File: src/rtl/ppm_pkg.sv
// constants and types for the pilot pwm with midpoint trigger
package ppm_pkg;
  // timing: bus clock, prescaler, pilot period
  localparam int CLK_PERIOD_NS = 10;
  localparam int PILOT_FREQ_HZ = 1000;
  localparam int PILOT_PERIOD_NS = 1000000000 / PILOT_FREQ_HZ;
  localparam int PRESCALE = 4;
  localparam int PERIOD_TICKS = PILOT_PERIOD_NS / (CLK_PERIOD_NS * PRESCALE);
  localparam int HALF_TICKS = PERIOD_TICKS / 2;
  localparam int DUTY_MIN_PCT = 3;
  localparam int DUTY_MAX_PCT = 97;
  // widths
  localparam int CNT_W = 16;
  localparam int ADDR_W = 4;
  localparam int DATA_W = 32;
  localparam int LEVEL_W = 16;
  localparam int PRE_W = 2;
  // register offsets
  localparam logic [3:0] ADDR_CTRL = 4'h0;
  localparam logic [3:0] ADDR_TRIG = 4'h1;
  localparam logic [3:0] ADDR_RISE = 4'h2;
  localparam logic [3:0] ADDR_FALL = 4'h3;
  localparam logic [3:0] ADDR_STAT = 4'h4;
  localparam logic [3:0] ADDR_CNT = 4'h5;
  // field positions
  localparam int CTRL_EN_BIT = 0;
  localparam int CTRL_FAULT_BIT = 1;
  localparam int TRIG_MID_BIT = 0;
  localparam int STAT_PULSE_BIT = 2;
  localparam int STAT_ERR_BIT = 3;
  localparam int STAT_BAND_LSB = 4;
  // reset values
  localparam logic [15:0] RISE_RST = 16'hFB1E;
  localparam logic [15:0] FALL_RST = 16'h04E2;
  // level band thresholds on the sensed pilot code
  localparam logic [15:0] LVL_12V_MIN = 16'hD000;
  localparam logic [15:0] LVL_9V_MIN = 16'hA000;
  localparam logic [15:0] LVL_6V_MIN = 16'h7000;
  localparam logic [15:0] LVL_3V_MIN = 16'h4000;
  // pilot link states and measured level bands
  typedef enum logic [1:0] {ST_FAULT, ST_IDLE_A, ST_CONN_B, ST_PULSE_C} ppm_state_t;
  typedef enum logic [2:0] {BAND_12V, BAND_9V, BAND_6V, BAND_3V, BAND_LOW} ppm_band_t;
endpackage

File: src/rtl/ppm_pilot_pwm.sv
// pilot pwm generator with midpoint adc trigger and supply-side state sequence
//
// What this block does
// - pulse train runs at fixed 1 kHz
// - fault or error holds pilot constantly low
// - idle ready state A holds pilot high
// - nine-volt band means vehicle connected, state B
// - six-volt band means ready, state C
// - three-volt band state D not supported
// - error state E not supported
// - pulse train starts once vehicle ready
// - higher duty encodes only current rating
// - nine-volt return while pulsing stops pulses
// - disconnect back to high level, state A
// - period starts at minus half tick count
// - output rises at negative rise compare
// - counter crossing zero emits midpoint trigger
// - output falls at fall compare
// - period end compare reloads start value
// - duty changes only via rise/fall compares
// - duty limited to three..ninety-seven percent
// - midpoint trigger goes out toward adc router
// - trigger only when trigger control bit0 set
// - new compares load only at period end or on entry to state C
//
// Decided for this implementation: the strobed register port and the address map.
`timescale 1ns/10ps
module ppm_pilot_pwm
  import ppm_pkg::*;
#(
  parameter int HALF_CNT = HALF_TICKS
) (
  // clock, reset, enable
  input wire logic clk_in,
  input wire logic reset_in,
  input wire logic ce_in,
  // register port
  input wire logic [ADDR_W-1:0] addr_in,
  input wire logic [DATA_W-1:0] wdata_in,
  input wire logic wr_in,
  input wire logic rd_in,
  output logic [DATA_W-1:0] rdata_out,
  // sensed pilot line level
  input wire logic [LEVEL_W-1:0] pilot_line_level_in,
  input wire logic level_valid_in,
  // pilot drive, trigger and link state
  output logic pilot_pulse_out,
  output logic midpoint_trigger_out,
  output logic [1:0] pilot_state_out
);

  // counter bounds, derived from the half period
  localparam logic signed [CNT_W-1:0] CNT_START = CNT_W'(-HALF_CNT);
  localparam logic signed [CNT_W-1:0] CNT_END = CNT_W'(HALF_CNT);
  localparam logic signed [CNT_W-1:0] CNT_LAST = CNT_W'(HALF_CNT - 1);
  // rise and fall limits give 3..97 percent duty
  localparam logic signed [CNT_W-1:0] RISE_LO = CNT_W'(-(HALF_CNT * DUTY_MAX_PCT) / 100);
  localparam logic signed [CNT_W-1:0] RISE_HI = CNT_W'(-(HALF_CNT * DUTY_MIN_PCT) / 100);
  localparam logic signed [CNT_W-1:0] FALL_LO = CNT_W'((HALF_CNT * DUTY_MIN_PCT) / 100);
  localparam logic signed [CNT_W-1:0] FALL_HI = CNT_W'((HALF_CNT * DUTY_MAX_PCT) / 100);
  localparam logic [PRE_W-1:0] PRE_LAST = PRE_W'(PRESCALE - 1);

  // all state of the block
  typedef struct packed {
    logic en;                         // software enable
    logic fault_req;                  // software forced fault
    logic trig_en;                    // trigger control bit0
    logic signed [CNT_W-1:0] rise_w;  // rise compare, software copy
    logic signed [CNT_W-1:0] fall_w;  // fall compare, software copy
    logic signed [CNT_W-1:0] rise_a;  // rise compare in use
    logic signed [CNT_W-1:0] fall_a;  // fall compare in use
    logic signed [CNT_W-1:0] cnt;     // center-aligned counter
    logic [PRE_W-1:0] pre;            // bus clock prescaler
    ppm_state_t st;                   // pilot link state
    ppm_band_t band;                  // last sensed band
    logic err;                        // sticky unsupported-level flag
    logic pulse;                      // pilot drive level
    logic trig;                       // midpoint trigger pulse
    logic [DATA_W-1:0] rdata;         // read answer
  } ppm_regs_t;

  ppm_regs_t s_q;
  ppm_regs_t s_d;

  // map a sensed code to its voltage band
  function automatic ppm_band_t classify(input logic [LEVEL_W-1:0] lvl);
    if (lvl >= LVL_12V_MIN) begin
      classify = BAND_12V;
    end else if (lvl >= LVL_9V_MIN) begin
      classify = BAND_9V;
    end else if (lvl >= LVL_6V_MIN) begin
      classify = BAND_6V;
    end else if (lvl >= LVL_3V_MIN) begin
      classify = BAND_3V;
    end else begin
      classify = BAND_LOW;
    end
  endfunction

  // keep a compare inside its duty window
  function automatic logic signed [CNT_W-1:0] clamp(input logic signed [CNT_W-1:0] v,
      input logic signed [CNT_W-1:0] lo, input logic signed [CNT_W-1:0] hi);
    if (v < lo) begin
      clamp = lo;
    end else if (v > hi) begin
      clamp = hi;
    end else begin
      clamp = v;
    end
  endfunction

  // next-state logic
  always_comb begin
    logic tick;
    logic signed [CNT_W-1:0] nxt;
    ppm_band_t b;
    tick = 1'b0;
    nxt = s_q.cnt;
    b = classify(pilot_line_level_in);
    s_d = s_q;
    s_d.trig = 1'b0;
    s_d.rdata = '0;
    // register writes
    if (wr_in) begin
      case (addr_in)
        ADDR_CTRL: begin
          s_d.en = wdata_in[CTRL_EN_BIT];
          s_d.fault_req = wdata_in[CTRL_FAULT_BIT];
        end
        ADDR_TRIG: begin
          s_d.trig_en = wdata_in[TRIG_MID_BIT];
        end
        ADDR_RISE: begin
          s_d.rise_w = wdata_in[CNT_W-1:0];
        end
        ADDR_FALL: begin
          s_d.fall_w = wdata_in[CNT_W-1:0];
        end
        ADDR_STAT: begin
          // write one clears the error flag
          if (wdata_in[STAT_ERR_BIT]) begin
            s_d.err = 1'b0;
          end
        end
        default: begin
          // unmapped writes are dropped
        end
      endcase
    end
    // register reads, answered next cycle
    if (rd_in) begin
      case (addr_in)
        ADDR_CTRL: begin
          s_d.rdata[CTRL_EN_BIT] = s_q.en;
          s_d.rdata[CTRL_FAULT_BIT] = s_q.fault_req;
        end
        ADDR_TRIG: begin
          s_d.rdata[TRIG_MID_BIT] = s_q.trig_en;
        end
        ADDR_RISE: begin
          s_d.rdata = DATA_W'(s_q.rise_w);
        end
        ADDR_FALL: begin
          s_d.rdata = DATA_W'(s_q.fall_w);
        end
        ADDR_STAT: begin
          s_d.rdata[1:0] = s_q.st;
          s_d.rdata[STAT_PULSE_BIT] = s_q.pulse;
          s_d.rdata[STAT_ERR_BIT] = s_q.err;
          s_d.rdata[STAT_BAND_LSB +: 3] = s_q.band;
        end
        ADDR_CNT: begin
          s_d.rdata = DATA_W'(s_q.cnt);
        end
        default: begin
          // unmapped reads return zero
        end
      endcase
    end
    if (level_valid_in) begin
      s_d.band = b;
    end
    // link state sequence; only fresh samples move it out of A, B and C
    case (s_q.st)
      ST_FAULT: begin
        // leave once enabled and the error is acknowledged
        if (s_q.en && !s_q.fault_req && !s_q.err) begin
          s_d.st = ST_IDLE_A;
        end
      end
      ST_IDLE_A: begin
        if (level_valid_in && b == BAND_9V) begin
          s_d.st = ST_CONN_B;
        end
      end
      ST_CONN_B: begin
        if (level_valid_in && b == BAND_6V) begin
          s_d.st = ST_PULSE_C;
          s_d.cnt = CNT_START;
          s_d.pre = '0;
          s_d.pulse = 1'b0;
          s_d.rise_a = clamp(s_q.rise_w, RISE_LO, RISE_HI);
          s_d.fall_a = clamp(s_q.fall_w, FALL_LO, FALL_HI);
        end else if (level_valid_in && b == BAND_12V) begin
          s_d.st = ST_IDLE_A;
        end
      end
      ST_PULSE_C: begin
        tick = (s_q.pre == PRE_LAST);
        s_d.pre = tick ? '0 : s_q.pre + PRE_W'(1);
        if (tick) begin
          // step up by one tick, kept signed and full width
          nxt = s_q.cnt + CNT_W'(1);
          // reaching the end value reloads the start
          if (nxt == CNT_END) begin
            nxt = CNT_START;
            s_d.rise_a = clamp(s_q.rise_w, RISE_LO, RISE_HI);
            s_d.fall_a = clamp(s_q.fall_w, FALL_LO, FALL_HI);
          end
          s_d.cnt = nxt;
          if (nxt == s_q.rise_a) begin
            s_d.pulse = 1'b1;
          end else if (nxt == s_q.fall_a) begin
            s_d.pulse = 1'b0;
          end
          // midpoint of the high time, for the adc
          if (nxt == '0 && s_q.trig_en) begin
            s_d.trig = 1'b1;
          end
        end
        if (level_valid_in && b == BAND_9V) begin
          s_d.st = ST_CONN_B;
        end else if (level_valid_in && b == BAND_12V) begin
          s_d.st = ST_IDLE_A;
        end
      end
      default: begin
        s_d.st = ST_FAULT;
      end
    endcase
    // state D/E levels are not served: fault and flag
    if (level_valid_in && (b == BAND_3V || b == BAND_LOW) && s_q.st != ST_FAULT) begin
      s_d.err = 1'b1;
      s_d.st = ST_FAULT;
    end
    // software disable or forced fault wins
    if (!s_d.en || s_d.fault_req) begin
      s_d.st = ST_FAULT;
    end
    // drive level follows state; pulses only in C
    if (s_d.st != ST_PULSE_C) begin
      s_d.pulse = (s_d.st != ST_FAULT);
      s_d.trig = 1'b0;
      s_d.cnt = CNT_START;
      s_d.pre = '0;
    end
  end

  // the only register process; ce freezes everything
  always_ff @(posedge clk_in) begin
    if (reset_in) begin
      s_q <= '{en: 1'b0, fault_req: 1'b0, trig_en: 1'b0,
               rise_w: RISE_RST, fall_w: FALL_RST,
               rise_a: RISE_RST, fall_a: FALL_RST,
               cnt: CNT_START, pre: '0, st: ST_FAULT,
               band: BAND_LOW, err: 1'b0, pulse: 1'b0,
               trig: 1'b0, rdata: '0};
    end else if (ce_in) begin
      s_q <= s_d;
    end
  end

  // outputs straight from the state register
  assign rdata_out = s_q.rdata;
  assign pilot_pulse_out = s_q.pulse;
  assign midpoint_trigger_out = s_q.trig;
  assign pilot_state_out = s_q.st;

  // fault state keeps the line low
  AST_FAULT_LOW: assert property (@(posedge clk_in) disable iff (reset_in)
    (s_q.st == ST_FAULT) |-> !pilot_pulse_out)
    else $error("pilot not low in fault");

  // idle and connected states hold the line high
  AST_IDLE_HIGH: assert property (@(posedge clk_in) disable iff (reset_in)
    (s_q.st == ST_IDLE_A || s_q.st == ST_CONN_B) |-> pilot_pulse_out)
    else $error("pilot not high while idle");

  // nine-volt sample in A moves to B
  AST_CONNECT: assert property (@(posedge clk_in) disable iff (reset_in)
    (ce_in && s_q.st == ST_IDLE_A && level_valid_in && pilot_line_level_in >= LVL_9V_MIN
     && pilot_line_level_in < LVL_12V_MIN && s_q.en && !s_q.fault_req && !wr_in)
    |=> (s_q.st == ST_CONN_B))
    else $error("connect not detected");

  // six-volt sample in B starts pulsing from the start value
  AST_START: assert property (@(posedge clk_in) disable iff (reset_in)
    (ce_in && s_q.st == ST_CONN_B && level_valid_in && pilot_line_level_in >= LVL_6V_MIN
     && pilot_line_level_in < LVL_9V_MIN && s_q.en && !s_q.fault_req && !wr_in)
    |=> (s_q.st == ST_PULSE_C && s_q.cnt == CNT_START && !pilot_pulse_out))
    else $error("pulse train did not start");

  // nine-volt sample while pulsing stops the train
  AST_STOP: assert property (@(posedge clk_in) disable iff (reset_in)
    (ce_in && s_q.st == ST_PULSE_C && level_valid_in && pilot_line_level_in >= LVL_9V_MIN
     && pilot_line_level_in < LVL_12V_MIN && s_q.en && !s_q.fault_req && !wr_in)
    |=> (s_q.st == ST_CONN_B && pilot_pulse_out))
    else $error("pulse train did not stop");

  // twelve-volt sample while connected returns to A
  AST_DISCONNECT: assert property (@(posedge clk_in) disable iff (reset_in)
    (ce_in && s_q.st != ST_FAULT && s_q.st != ST_IDLE_A && level_valid_in
     && pilot_line_level_in >= LVL_12V_MIN && s_q.en && !s_q.fault_req && !wr_in)
    |=> (s_q.st == ST_IDLE_A))
    else $error("disconnect not seen");

  // last count of a period reloads the start value
  AST_RELOAD: assert property (@(posedge clk_in) disable iff (reset_in)
    (ce_in && s_q.st == ST_PULSE_C && s_q.cnt == CNT_LAST && s_q.pre == PRE_LAST
     && !level_valid_in && s_q.en && !s_q.fault_req && !wr_in)
    |=> (s_q.cnt == CNT_START))
    else $error("counter not reloaded at period end");

  // the line rises exactly at the rise compare
  AST_RISE: assert property (@(posedge clk_in) disable iff (reset_in)
    (s_q.st == ST_PULSE_C && $rose(pilot_pulse_out)) |-> (s_q.cnt == s_q.rise_a))
    else $error("rise at wrong count");

  // the line falls exactly at the fall compare
  AST_FALL: assert property (@(posedge clk_in) disable iff (reset_in)
    (s_q.st == ST_PULSE_C && $past(s_q.st) == ST_PULSE_C && $fell(pilot_pulse_out))
    |-> (s_q.cnt == s_q.fall_a))
    else $error("fall at wrong count");

  // trigger is one cycle, at count zero, only when enabled
  AST_TRIGGER: assert property (@(posedge clk_in) disable iff (reset_in)
    midpoint_trigger_out |-> (s_q.cnt == '0 && $past(s_q.trig_en)) ##1 !midpoint_trigger_out)
    else $error("bad midpoint trigger");

  // compares in use change only at period end or on entry
  AST_SHADOW: assert property (@(posedge clk_in) disable iff (reset_in)
    (s_q.st == ST_PULSE_C && $past(s_q.st) == ST_PULSE_C && ($changed(s_q.rise_a) || $changed(s_q.fall_a)))
    |-> (s_q.cnt == CNT_START))
    else $error("compare loaded mid period");

  // compares in use stay in the duty window
  AST_DUTY: assert property (@(posedge clk_in) disable iff (reset_in)
    (s_q.st == ST_PULSE_C) |-> (s_q.rise_a >= RISE_LO && s_q.rise_a <= RISE_HI
     && s_q.fall_a >= FALL_LO && s_q.fall_a <= FALL_HI))
    else $error("duty out of range");

  // a level below the six-volt band is refused: fault plus sticky flag
  AST_UNSUPPORTED: assert property (@(posedge clk_in) disable iff (reset_in)
    (ce_in && s_q.st != ST_FAULT && level_valid_in && pilot_line_level_in < LVL_6V_MIN)
    |=> (s_q.st == ST_FAULT && s_q.err))
    else $error("unsupported level not refused");

  // the trigger lands inside the high time, where the adc wants it
  AST_TRIG_HIGH: assert property (@(posedge clk_in) disable iff (reset_in)
    midpoint_trigger_out |-> pilot_pulse_out)
    else $error("trigger outside high time");

  // read data stand for one cycle only
  AST_READ_ONCE: assert property (@(posedge clk_in) disable iff (reset_in)
    (ce_in && !rd_in) |=> (rdata_out == '0))
    else $error("read data held too long");

  // ce low freezes the counter, the drive and the state
  AST_FREEZE: assert property (@(posedge clk_in) disable iff (reset_in)
    !ce_in |=> ($stable(s_q.cnt) && $stable(pilot_pulse_out) && $stable(pilot_state_out)))
    else $error("state moved while frozen");

endmodule

File: config.mk
export PLATFORM = sky130hd
export DESIGN_NAME = ppm_pilot_pwm
export DESIGN_NICKNAME = d
export VERILOG_FILES = /design/src/rtl/ppm_pkg.sv /design/src/rtl/ppm_pilot_pwm.sv
export SDC_FILE = /design/constraint.sdc
export NUM_CORES = 1
export LEC_CHECK = 0
export BUFFER_PORTS_ARGS = -buffer_cell sky130_fd_sc_hd__buf_2
export CAP_MARGIN = 30
export CORE_MARGIN = 4
export CORE_UTILIZATION = 30
export DETAILED_ROUTE_END_ITERATION = 12
export PLACE_DENSITY_LB_ADDON = 0.1
export SLEW_MARGIN = 15
export SYNTH_ARGS = -nofsm -noshare
export SYNTH_HDL_FRONTEND = slang
export SYNTH_SLANG_ARGS = --single-unit
File: constraint.sdc
create_clock -name clk_in -period 8.8 [get_ports clk_in]
set_input_delay 2.64 -clock clk_in [delete_from_list [all_inputs] [get_ports clk_in]]
set_output_delay 2.64 -clock clk_in [all_outputs]
set_load 0.05 [all_outputs]
Word level (Yosys, flattened, before mapping)
Cells that the tools add are included.
{"block": "word_totals", "register_bits": 125, "inputBits": 58, "output_inout_bits": 36, "word_cells": 128}
{"block": "op_classes", "addsub": 2, "n_lt_le_gt_ge": 8, "eq_ne": 23, "n_mux": 47, "reduce_logical": 33}
{"operator": "$mux 16", "n": 9}
{"operator": "$pmux 50 s2", "n": 1}
{"operator": "$pmux 25 s3", "n": 1}
{"operator": "$mux 32", "n": 2}
{"operator": "$mux 50", "n": 1}
{"operator": "$mux 48", "n": 1}
{"operator": "$mux 35", "n": 1}
{"operator": "$eq 16x16->1", "n": 2}
{"operator": "$ge 16x15->1 const B", "n": 2}
{"operator": "$ge 16x16->1 const B", "n": 2}
{"operator": "$mux 2", "n": 11}
{"operator": "$pmux 5 s4", "n": 1}
{"operator": "$mux 18", "n": 1}
{"operator": "$add 16x2->16 const B", "n": 1}
{"operator": "$eq 16x15->1 const B", "n": 1}
{"operator": "$gt 16x10->1 const B", "n": 1}
{"operator": "$gt 16x15->1 const B", "n": 1}
{"operator": "$logic_not 16->1", "n": 1}
{"operator": "$lt 16x10->1 const B", "n": 1}
{"operator": "$lt 16x15->1 const B", "n": 1}
{"operator": "$mux 3", "n": 4}
{"operator": "$reduce_and 3->1", "n": 4}
{"operator": "$reduce_bool 2->1", "n": 6}
{"operator": "$mux 1", "n": 10}
{"operator": "26 further kinds", "n": 47}

Depth between registers and ports, before layout
{"block": "depth", "ltp_word": 15, "ltp_mapped": 12, "depth_no_buf": 10}

Worst setup path before layout
Ideal clock, no wire load.
{"block": "synth_timing", "kind": "input-to-reg", "start": "in pilot_line_level_in[13]", "end": "reg s_q[48] (netlist name)", "setup_ns": 0.091, "arrival_ns": 5.261, "required_time_ns": 8.709, "path_slack_ns": 3.448, "stages": 9, "path_buffers": 1, "cell_sequence": "clkbuf_1 -> or3b_2 -> o21ai_0 -> nand2_1 -> a2111oi_1 -> nand2_1 -> nor2_1 -> a21oi_1 -> a311oi_1"}
{"block": "synth_between", "elab_chain_cells": 15}
{"element": "start, declared", "line_no": "ppm_pilot_pwm.sv:44", "rtl": "input wire logic [LEVEL_W-1:0] pilot_line_level_in,"}
{"element": "$ge 16x15->1", "line_no": "ppm_pilot_pwm.sv:93", "rtl": "end else if (lvl >= LVL_3V_MIN) begin"}
{"element": "$mux 3", "line_no": "ppm_pilot_pwm.sv:93"}
{"element": "$mux 3", "line_no": "ppm_pilot_pwm.sv:91", "rtl": "end else if (lvl >= LVL_6V_MIN) begin"}
{"element": "$mux 3", "line_no": "ppm_pilot_pwm.sv:89", "rtl": "end else if (lvl >= LVL_9V_MIN) begin"}
{"element": "$mux 3 (*)", "line_no": "ppm_pilot_pwm.sv:87", "rtl": "if (lvl >= LVL_12V_MIN) begin"}
{"element": "$logic_not 3->1", "line_no": "ppm_pilot_pwm.sv:204, ppm_pilot_pwm.sv:233"}
{"element": "$logic_and 1x1->1", "line_no": "ppm_pilot_pwm.sv:204, ppm_pilot_pwm.sv:233"}
{"element": "$mux 2", "line_no": "ppm_pilot_pwm.sv:204, ppm_pilot_pwm.sv:233"}
{"element": "$mux 2 (on tied branches)", "line_no": "ppm_pilot_pwm.sv:231, ppm_pilot_pwm.sv:197"}
{"element": "$pmux 2 s4", "line_no": "ppm_pilot_pwm.sv:184", "rtl": "case (s_q.st)"}
{"element": "$mux 2", "line_no": "ppm_pilot_pwm.sv:242", "rtl": "if (level_valid_in && (b == BAND_3V || b == BAND_LOW) && s_q.st != ST_FAULT) begin"}
{"element": "$mux 2", "line_no": "ppm_pilot_pwm.sv:247", "rtl": "if (!s_d.en || s_d.fault_req) begin"}
{"element": "$ne 2x2->1", "line_no": "ppm_pilot_pwm.sv:251", "rtl": "if (s_d.st != ST_PULSE_C) begin"}
{"element": "$ne 3x3->1 (no line) or $reduce_bool 3->1 (tied branches)"}
{"element": "$reduce_and 4->1 (no line)"}
{"element": "end signal, assigned", "line_no": "ppm_pilot_pwm.sv:262", "rtl": "s_q <= '{en: 1'b0, fault_req: 1'b0, trig_en: 1'b0,"}
{"element": "end, declared", "line_no": "ppm_pilot_pwm.sv:82", "rtl": "ppm_regs_t s_q;"}
Mark *: on every way between the ends. The rest lies on a longest branch, timed or not.
A chain may end at the register's enable or synchronous reset.

Final worst setup path
{"block": "layout_timing", "start": "in addr_in[0]", "end": "reg s_q[48] (netlist name)"}
{"block": "layout_between", "elab_chain_cells": 9}
{"element": "start, declared", "line_no": "ppm_pilot_pwm.sv:38", "rtl": "input wire logic [ADDR_W-1:0] addr_in,"}
{"element": "$logic_not 4->1 (*)", "line_no": "ppm_pilot_pwm.sv:125", "rtl": "case (addr_in)"}
{"element": "$mux 2 (*)", "line_no": "ppm_pilot_pwm.sv:125"}
{"element": "$mux 35 (*)", "line_no": "ppm_pilot_pwm.sv:124", "rtl": "if (wr_in) begin"}
{"element": "$logic_not 1->1", "line_no": "ppm_pilot_pwm.sv:247"}
{"element": "$logic_or 1x1->1 (*)", "line_no": "ppm_pilot_pwm.sv:247"}
{"element": "$mux 2 (*)", "line_no": "ppm_pilot_pwm.sv:247"}
{"element": "$ne 2x2->1 (*)", "line_no": "ppm_pilot_pwm.sv:251"}
{"element": "$ne 3x3->1 (no line) or $reduce_bool 3->1 (tied branches)"}
{"element": "$reduce_and 4->1 (no line)"}
Marked as above.

==> impl_results.rst <==
.. list-table::
   :header-rows: 1

   * - Metric
     - Value
   * - Result of the run
     - complete, no violations
   * - Total die area
     - 23400 sq um
   * - Via-to-Cell Ratio
     - 5.57
   * - Data arrival, critical path
     - 5780 ps
   * - Synth Flop Type
     - sky130_fd_sc_hd__dfxtp_1
   * - FF+latch count, synth
     - 109
   * - Highest routed layer
     - met4
   * - Final RePlAce weighted congestion
     - 0.833
   * - Number of instances on the worst hold path
     - 2
   * - CP dominant cell by count
     - sky130_fd_sc_hd__nor2_1
   * - Power consumption
     - 1.00 mW
   * - Synth Instances
     - 802
   * - Vias in the first global route
     - 5698
   * - Count of flip-flops with a built-in enable after synthesis
     - 0
   * - Class of the most critical setup path
     - in2reg
   * - Total wire length after detailed routing
     - 21.1 mm
   * - Final Skew
     - 5.60 ps
   * - Clk root buf
     - sky130_fd_sc_hd__clkbuf_16
   * - Internal power of the cells
     - 0.744 mW
   * - Cells along the critical path
     - buf_2 > nor2_1 > a31oi_1 > o2111ai_1 > a2111oi_1 > buf_4 > nand2_1 > nor2_1 > a21oi_1 > a311oi_1
   * - Drt initial violations
     - 462
   * - PD cells
     - 145 nW/um^2
   * - Remaining design rule violation count
     - 0
   * - Maximum capacitance violations
     - 0
   * - Number of search-and-repair iterations in the first detailed-routing pass
     - 5
   * - Total net switching power
     - 0.257 mW
   * - Worst-case headroom to the max-slew limit
     - 0.353
   * - Die Width
     - 153 um
   * - Warning count from the yosys run
     - 0
   * - Slew at the pin with the worst max-slew slack
     - 957 ps
   * - Area after DPL
     - 6580 sq um
   * - TritonCTS Buffers
     - 9
   * - Post-CTS clock slew at the launch and capture registers of the worst setup and hold paths
     - 80 ps
   * - Required time reported for the critical path endpoint
     - 9070 ps
   * - Die height
     - 153 um
   * - Number of primary I/O pins
     - 94
   * - Met3 wire length
     - 872 um
   * - Number of rows in the core area
     - 52
   * - Number of antenna violations at the first check in global routing
     - 0
   * - Maximum cell stage delay along the critical path
     - 570 ps
   * - Clk pwr share
     - 0.438
   * - Total of cells resized after clock tree synthesis
     - 0
   * - CTS tree
     - built
   * - Synth Net Count
     - 863
   * - Fmax
     - 0.181 GHz
   * - Mean routed wirelength per cell
     - 19.7 um
   * - Max FO, Critical Path
     - 22
   * - Buffer depth of the longest clock path
     - 2
   * - Finished layout cell area
     - 6890 sq um
   * - Netlist Area Pre-Place
     - 6300 sq um
   * - Library cells used by synthesis
     - 73
   * - Proportion of synthesized chip area in sequential cells
     - 0.346
   * - Fraction of final layout cells sized beyond drive strength 1
     - 0.131
   * - RSZ-0062 raised after global routing
     - no
   * - Hold Startpoint
     - s_q[41]
   * - Setup Total Neg Slack
     - 0 ps
   * - Max Transition Viols Final
     - 0
   * - Number of nets with antenna violations after detailed routing
     - 0
   * - Flop pwr share
     - 0.500
   * - DR WL met2
     - 9.83 mm
   * - Hold Path End
     - s_q[41]
   * - # diodes
     - 0
   * - Count of hold buffers inserted by post-cts repair
     - 0
   * - Global router's overall resource usage
     - 0.176
   * - Initial core utilization
     - 0.308
   * - Final layout net count
     - 860
   * - Internal reg-to-reg setup slack
     - 4290 ps
   * - Depth of the worst register-to-register path
     - 10
   * - Area Growth Syn to Fin
     - 9.33%
   * - Total congestion overflow
     - 0
   * - Final worst path period share
     - 0.627
   * - Buf+Inv Stages, Crit Path
     - 2
   * - WL met1
     - 9.95 mm
   * - Largest vdd supply drop
     - 0.0872 mV
   * - Clock latency of the later-clocked register in the worst-skew pair
     - 360 ps
   * - Type of element capturing the critical path
     - flip-flop
   * - Post-CTS Setup Repair Bufs
     - 0
   * - Final hold violation count
     - 0
   * - Wire length of the first global-routing pass
     - 33.2 mm
   * - Slowest stage cell on the critical path
     - sky130_fd_sc_hd__nor2_1
   * - Combinational Power Share
     - 0.061
   * - Terminus of the critical flop-to-flop path
     - pilot_pulse_out
   * - Final setup viols
     - 0
   * - Area of the core
     - 20400 sq um
   * - CTS H-tree lvls
     - 3
   * - Placed wire-length estimate after detailed placement
     - 15.7 mm
   * - Clock net sink count
     - 109
   * - Vias after detailed routing
     - 5977
   * - Critical R2R Launch
     - s_q[42]
   * - Final core occ
     - 0.337
   * - Avg Synthesized Cell Area
     - 7.86 sq um
   * - Switching power share of the total
     - 0.257
   * - Sort of element at the start of the critical path
     - input pin
   * - Kind of path behind the tightest hold check
     - reg2reg
   * - Leak Pwr
     - 2.44 nW
   * - # port buffers
     - 65
   * - Final worst path period need
     - 5510 ps
   * - Largest net degree at the start of global routing
     - 82
   * - Top delay family on crit path
     - compound AO/OA/AOI/OAI gates
   * - Share of synthesized registers carrying an async set or reset
     - 0
-- tightest hold or removal path, cell delays in order, from the launching register on --
cell	delay (ps)
sky130_fd_sc_hd__dfxtp_1	320
sky130_fd_sc_hd__nand2_1	60
sky130_fd_sc_hd__a21oi_1	50
-- through the flow --
stage | worst slack, ps | instances | hold slack [ps]
2_1_floorplan | 3450 | 802 | 433
3_3_place_gp | 3030 | 1057 | 452
3_5_place_dp | 2970 | 1058 | 466
4_1_cts | 3340 | 1074 | 478
5_1_grt | 3130 | 1074 | 495
6_report | 3290 | 1074 | 479
-- routing by layer --
| layer | GRT usage | up-vias |
|---|---|---|
| li1 | - | 2880 |
| met1 | 0.246 | 2890 |
| met2 | 0.284 | 176 |
| met3 | 0.0223 | 31 |
| met4 | 0.0547 | 0 |
| met5 | 0 | - |
-- cell usage after synthesis, types with 4 or more instances --
cell	number	area share
sky130_fd_sc_hd__and2_1	6	0.0060
sky130_fd_sc_hd__nor2_1	74	0.044
sky130_fd_sc_hd__inv_1	16	0.0095
sky130_fd_sc_hd__buf_2	5	0.0040
sky130_fd_sc_hd__nor3_1	22	0.017
sky130_fd_sc_hd__nand3b_1	8	0.0095
sky130_fd_sc_hd__xnor2_1	14	0.019
sky130_fd_sc_hd__nand2_1	87	0.052
sky130_fd_sc_hd__nor3b_1	4	0.0048
sky130_fd_sc_hd__a211o_1	13	0.018
sky130_fd_sc_hd__xor2_1	6	0.0083
sky130_fd_sc_hd__dfxtp_1	109	0.35
sky130_fd_sc_hd__and3_1	4	0.0040
sky130_fd_sc_hd__nand4_1	16	0.016
sky130_fd_sc_hd__o2111ai_1	6	0.0083
sky130_fd_sc_hd__clkbuf_1	41	0.024
sky130_fd_sc_hd__nor2b_1	14	0.014
sky130_fd_sc_hd__a2111oi_0	5	0.0069
sky130_fd_sc_hd__buf_4	34	0.040
sky130_fd_sc_hd__a31oi_1	8	0.0079
sky130_fd_sc_hd__mux2i_1	27	0.043
sky130_fd_sc_hd__o22ai_1	8	0.0079
sky130_fd_sc_hd__a22oi_1	24	0.029
sky130_fd_sc_hd__or2_2	5	0.0050
sky130_fd_sc_hd__a21oi_1	62	0.049
sky130_fd_sc_hd__or3_1	8	0.0079
sky130_fd_sc_hd__nand4b_1	4	0.0056
sky130_fd_sc_hd__nand2b_1	17	0.017
sky130_fd_sc_hd__nor4_1	10	0.0099
sky130_fd_sc_hd__a211oi_1	5	0.0060
sky130_fd_sc_hd__o21ai_0	45	0.036
sky130_fd_sc_hd__nand3_1	27	0.021
sky130_fd_sc_hd__o221ai_1	4	0.0056
-- logic make-up after synthesis --
kind of cell | Yosys count | synth area share
flops | 109 | 0.346
buf+inv | 101 | 0.0828
fa+ha+maj | 3 | 0.00596
mux | 29 | 0.0482
simple gates | 324 | 0.262
xor+xnor | 21 | 0.0314
compound gates | 215 | 0.224
-- layout by cell type (no fill, tap or decap), types with 21 or more instances in the layout --
master / instances
sky130_fd_sc_hd__nor2_1: 74
sky130_fd_sc_hd__nand3_1: 27
sky130_fd_sc_hd__dfxtp_1: 109
sky130_fd_sc_hd__nor3_1: 21
sky130_fd_sc_hd__o21ai_0: 45
sky130_fd_sc_hd__buf_2: 64
sky130_fd_sc_hd__nand2_1: 87
sky130_fd_sc_hd__a21oi_1: 62
sky130_fd_sc_hd__a22oi_1: 24
sky130_fd_sc_hd__mux2i_1: 27
-- cell type report --
cell class / instances / area [sq um]
inverter: 16 / 60.1
sequential: 109 / 2180
timing repair buffer: 71 / 393
multi-input combinational: 592 / 3610
tap: 270 / 338
clock buffer: 10 / 229
fill: 2214 / 13500
clock inverter: 6 / 78.8
-- power by group through the flow --
stage | combinational [mW] | clock [mW] | sequential (mW)
6_report | 0.0615 | 0.438 | 0.501
5_1_grt | 0.0667 | 0.468 | 0.501
4_1_cts | 0.0616 | 0.453 | 0.501
3_5_place_dp | 0.0615 | 0 | 0.512
3_3_place_gp | 0.0590 | 0 | 0.513
2_1_floorplan | 0.0402 | 0 | 0.510
-- worst max-delay path by stage --
stage	startpoint	endpoint	slack, ps	cells after the start
after detailed placement	addr_in[0]	s_q[48]	2970	10
after floorplan	pilot_line_level_in[13]	s_q[48]	3450	9
final	addr_in[0]	s_q[48]	3290	10
after global routing	addr_in[0]	s_q[48]	3130	10
after CTS	addr_in[0]	s_q[48]	3340	10
after global placement	addr_in[0]	s_q[48]	3030	10
-- registers in the layout, summed over array words and instances, names as in the netlist --
signal	flops
pilot_pulse_out	1
pilot_state_out	2
midpoint_trigger_out	1
rdata_out	16
s_q	89
Power figures use the tool's default switching activity.
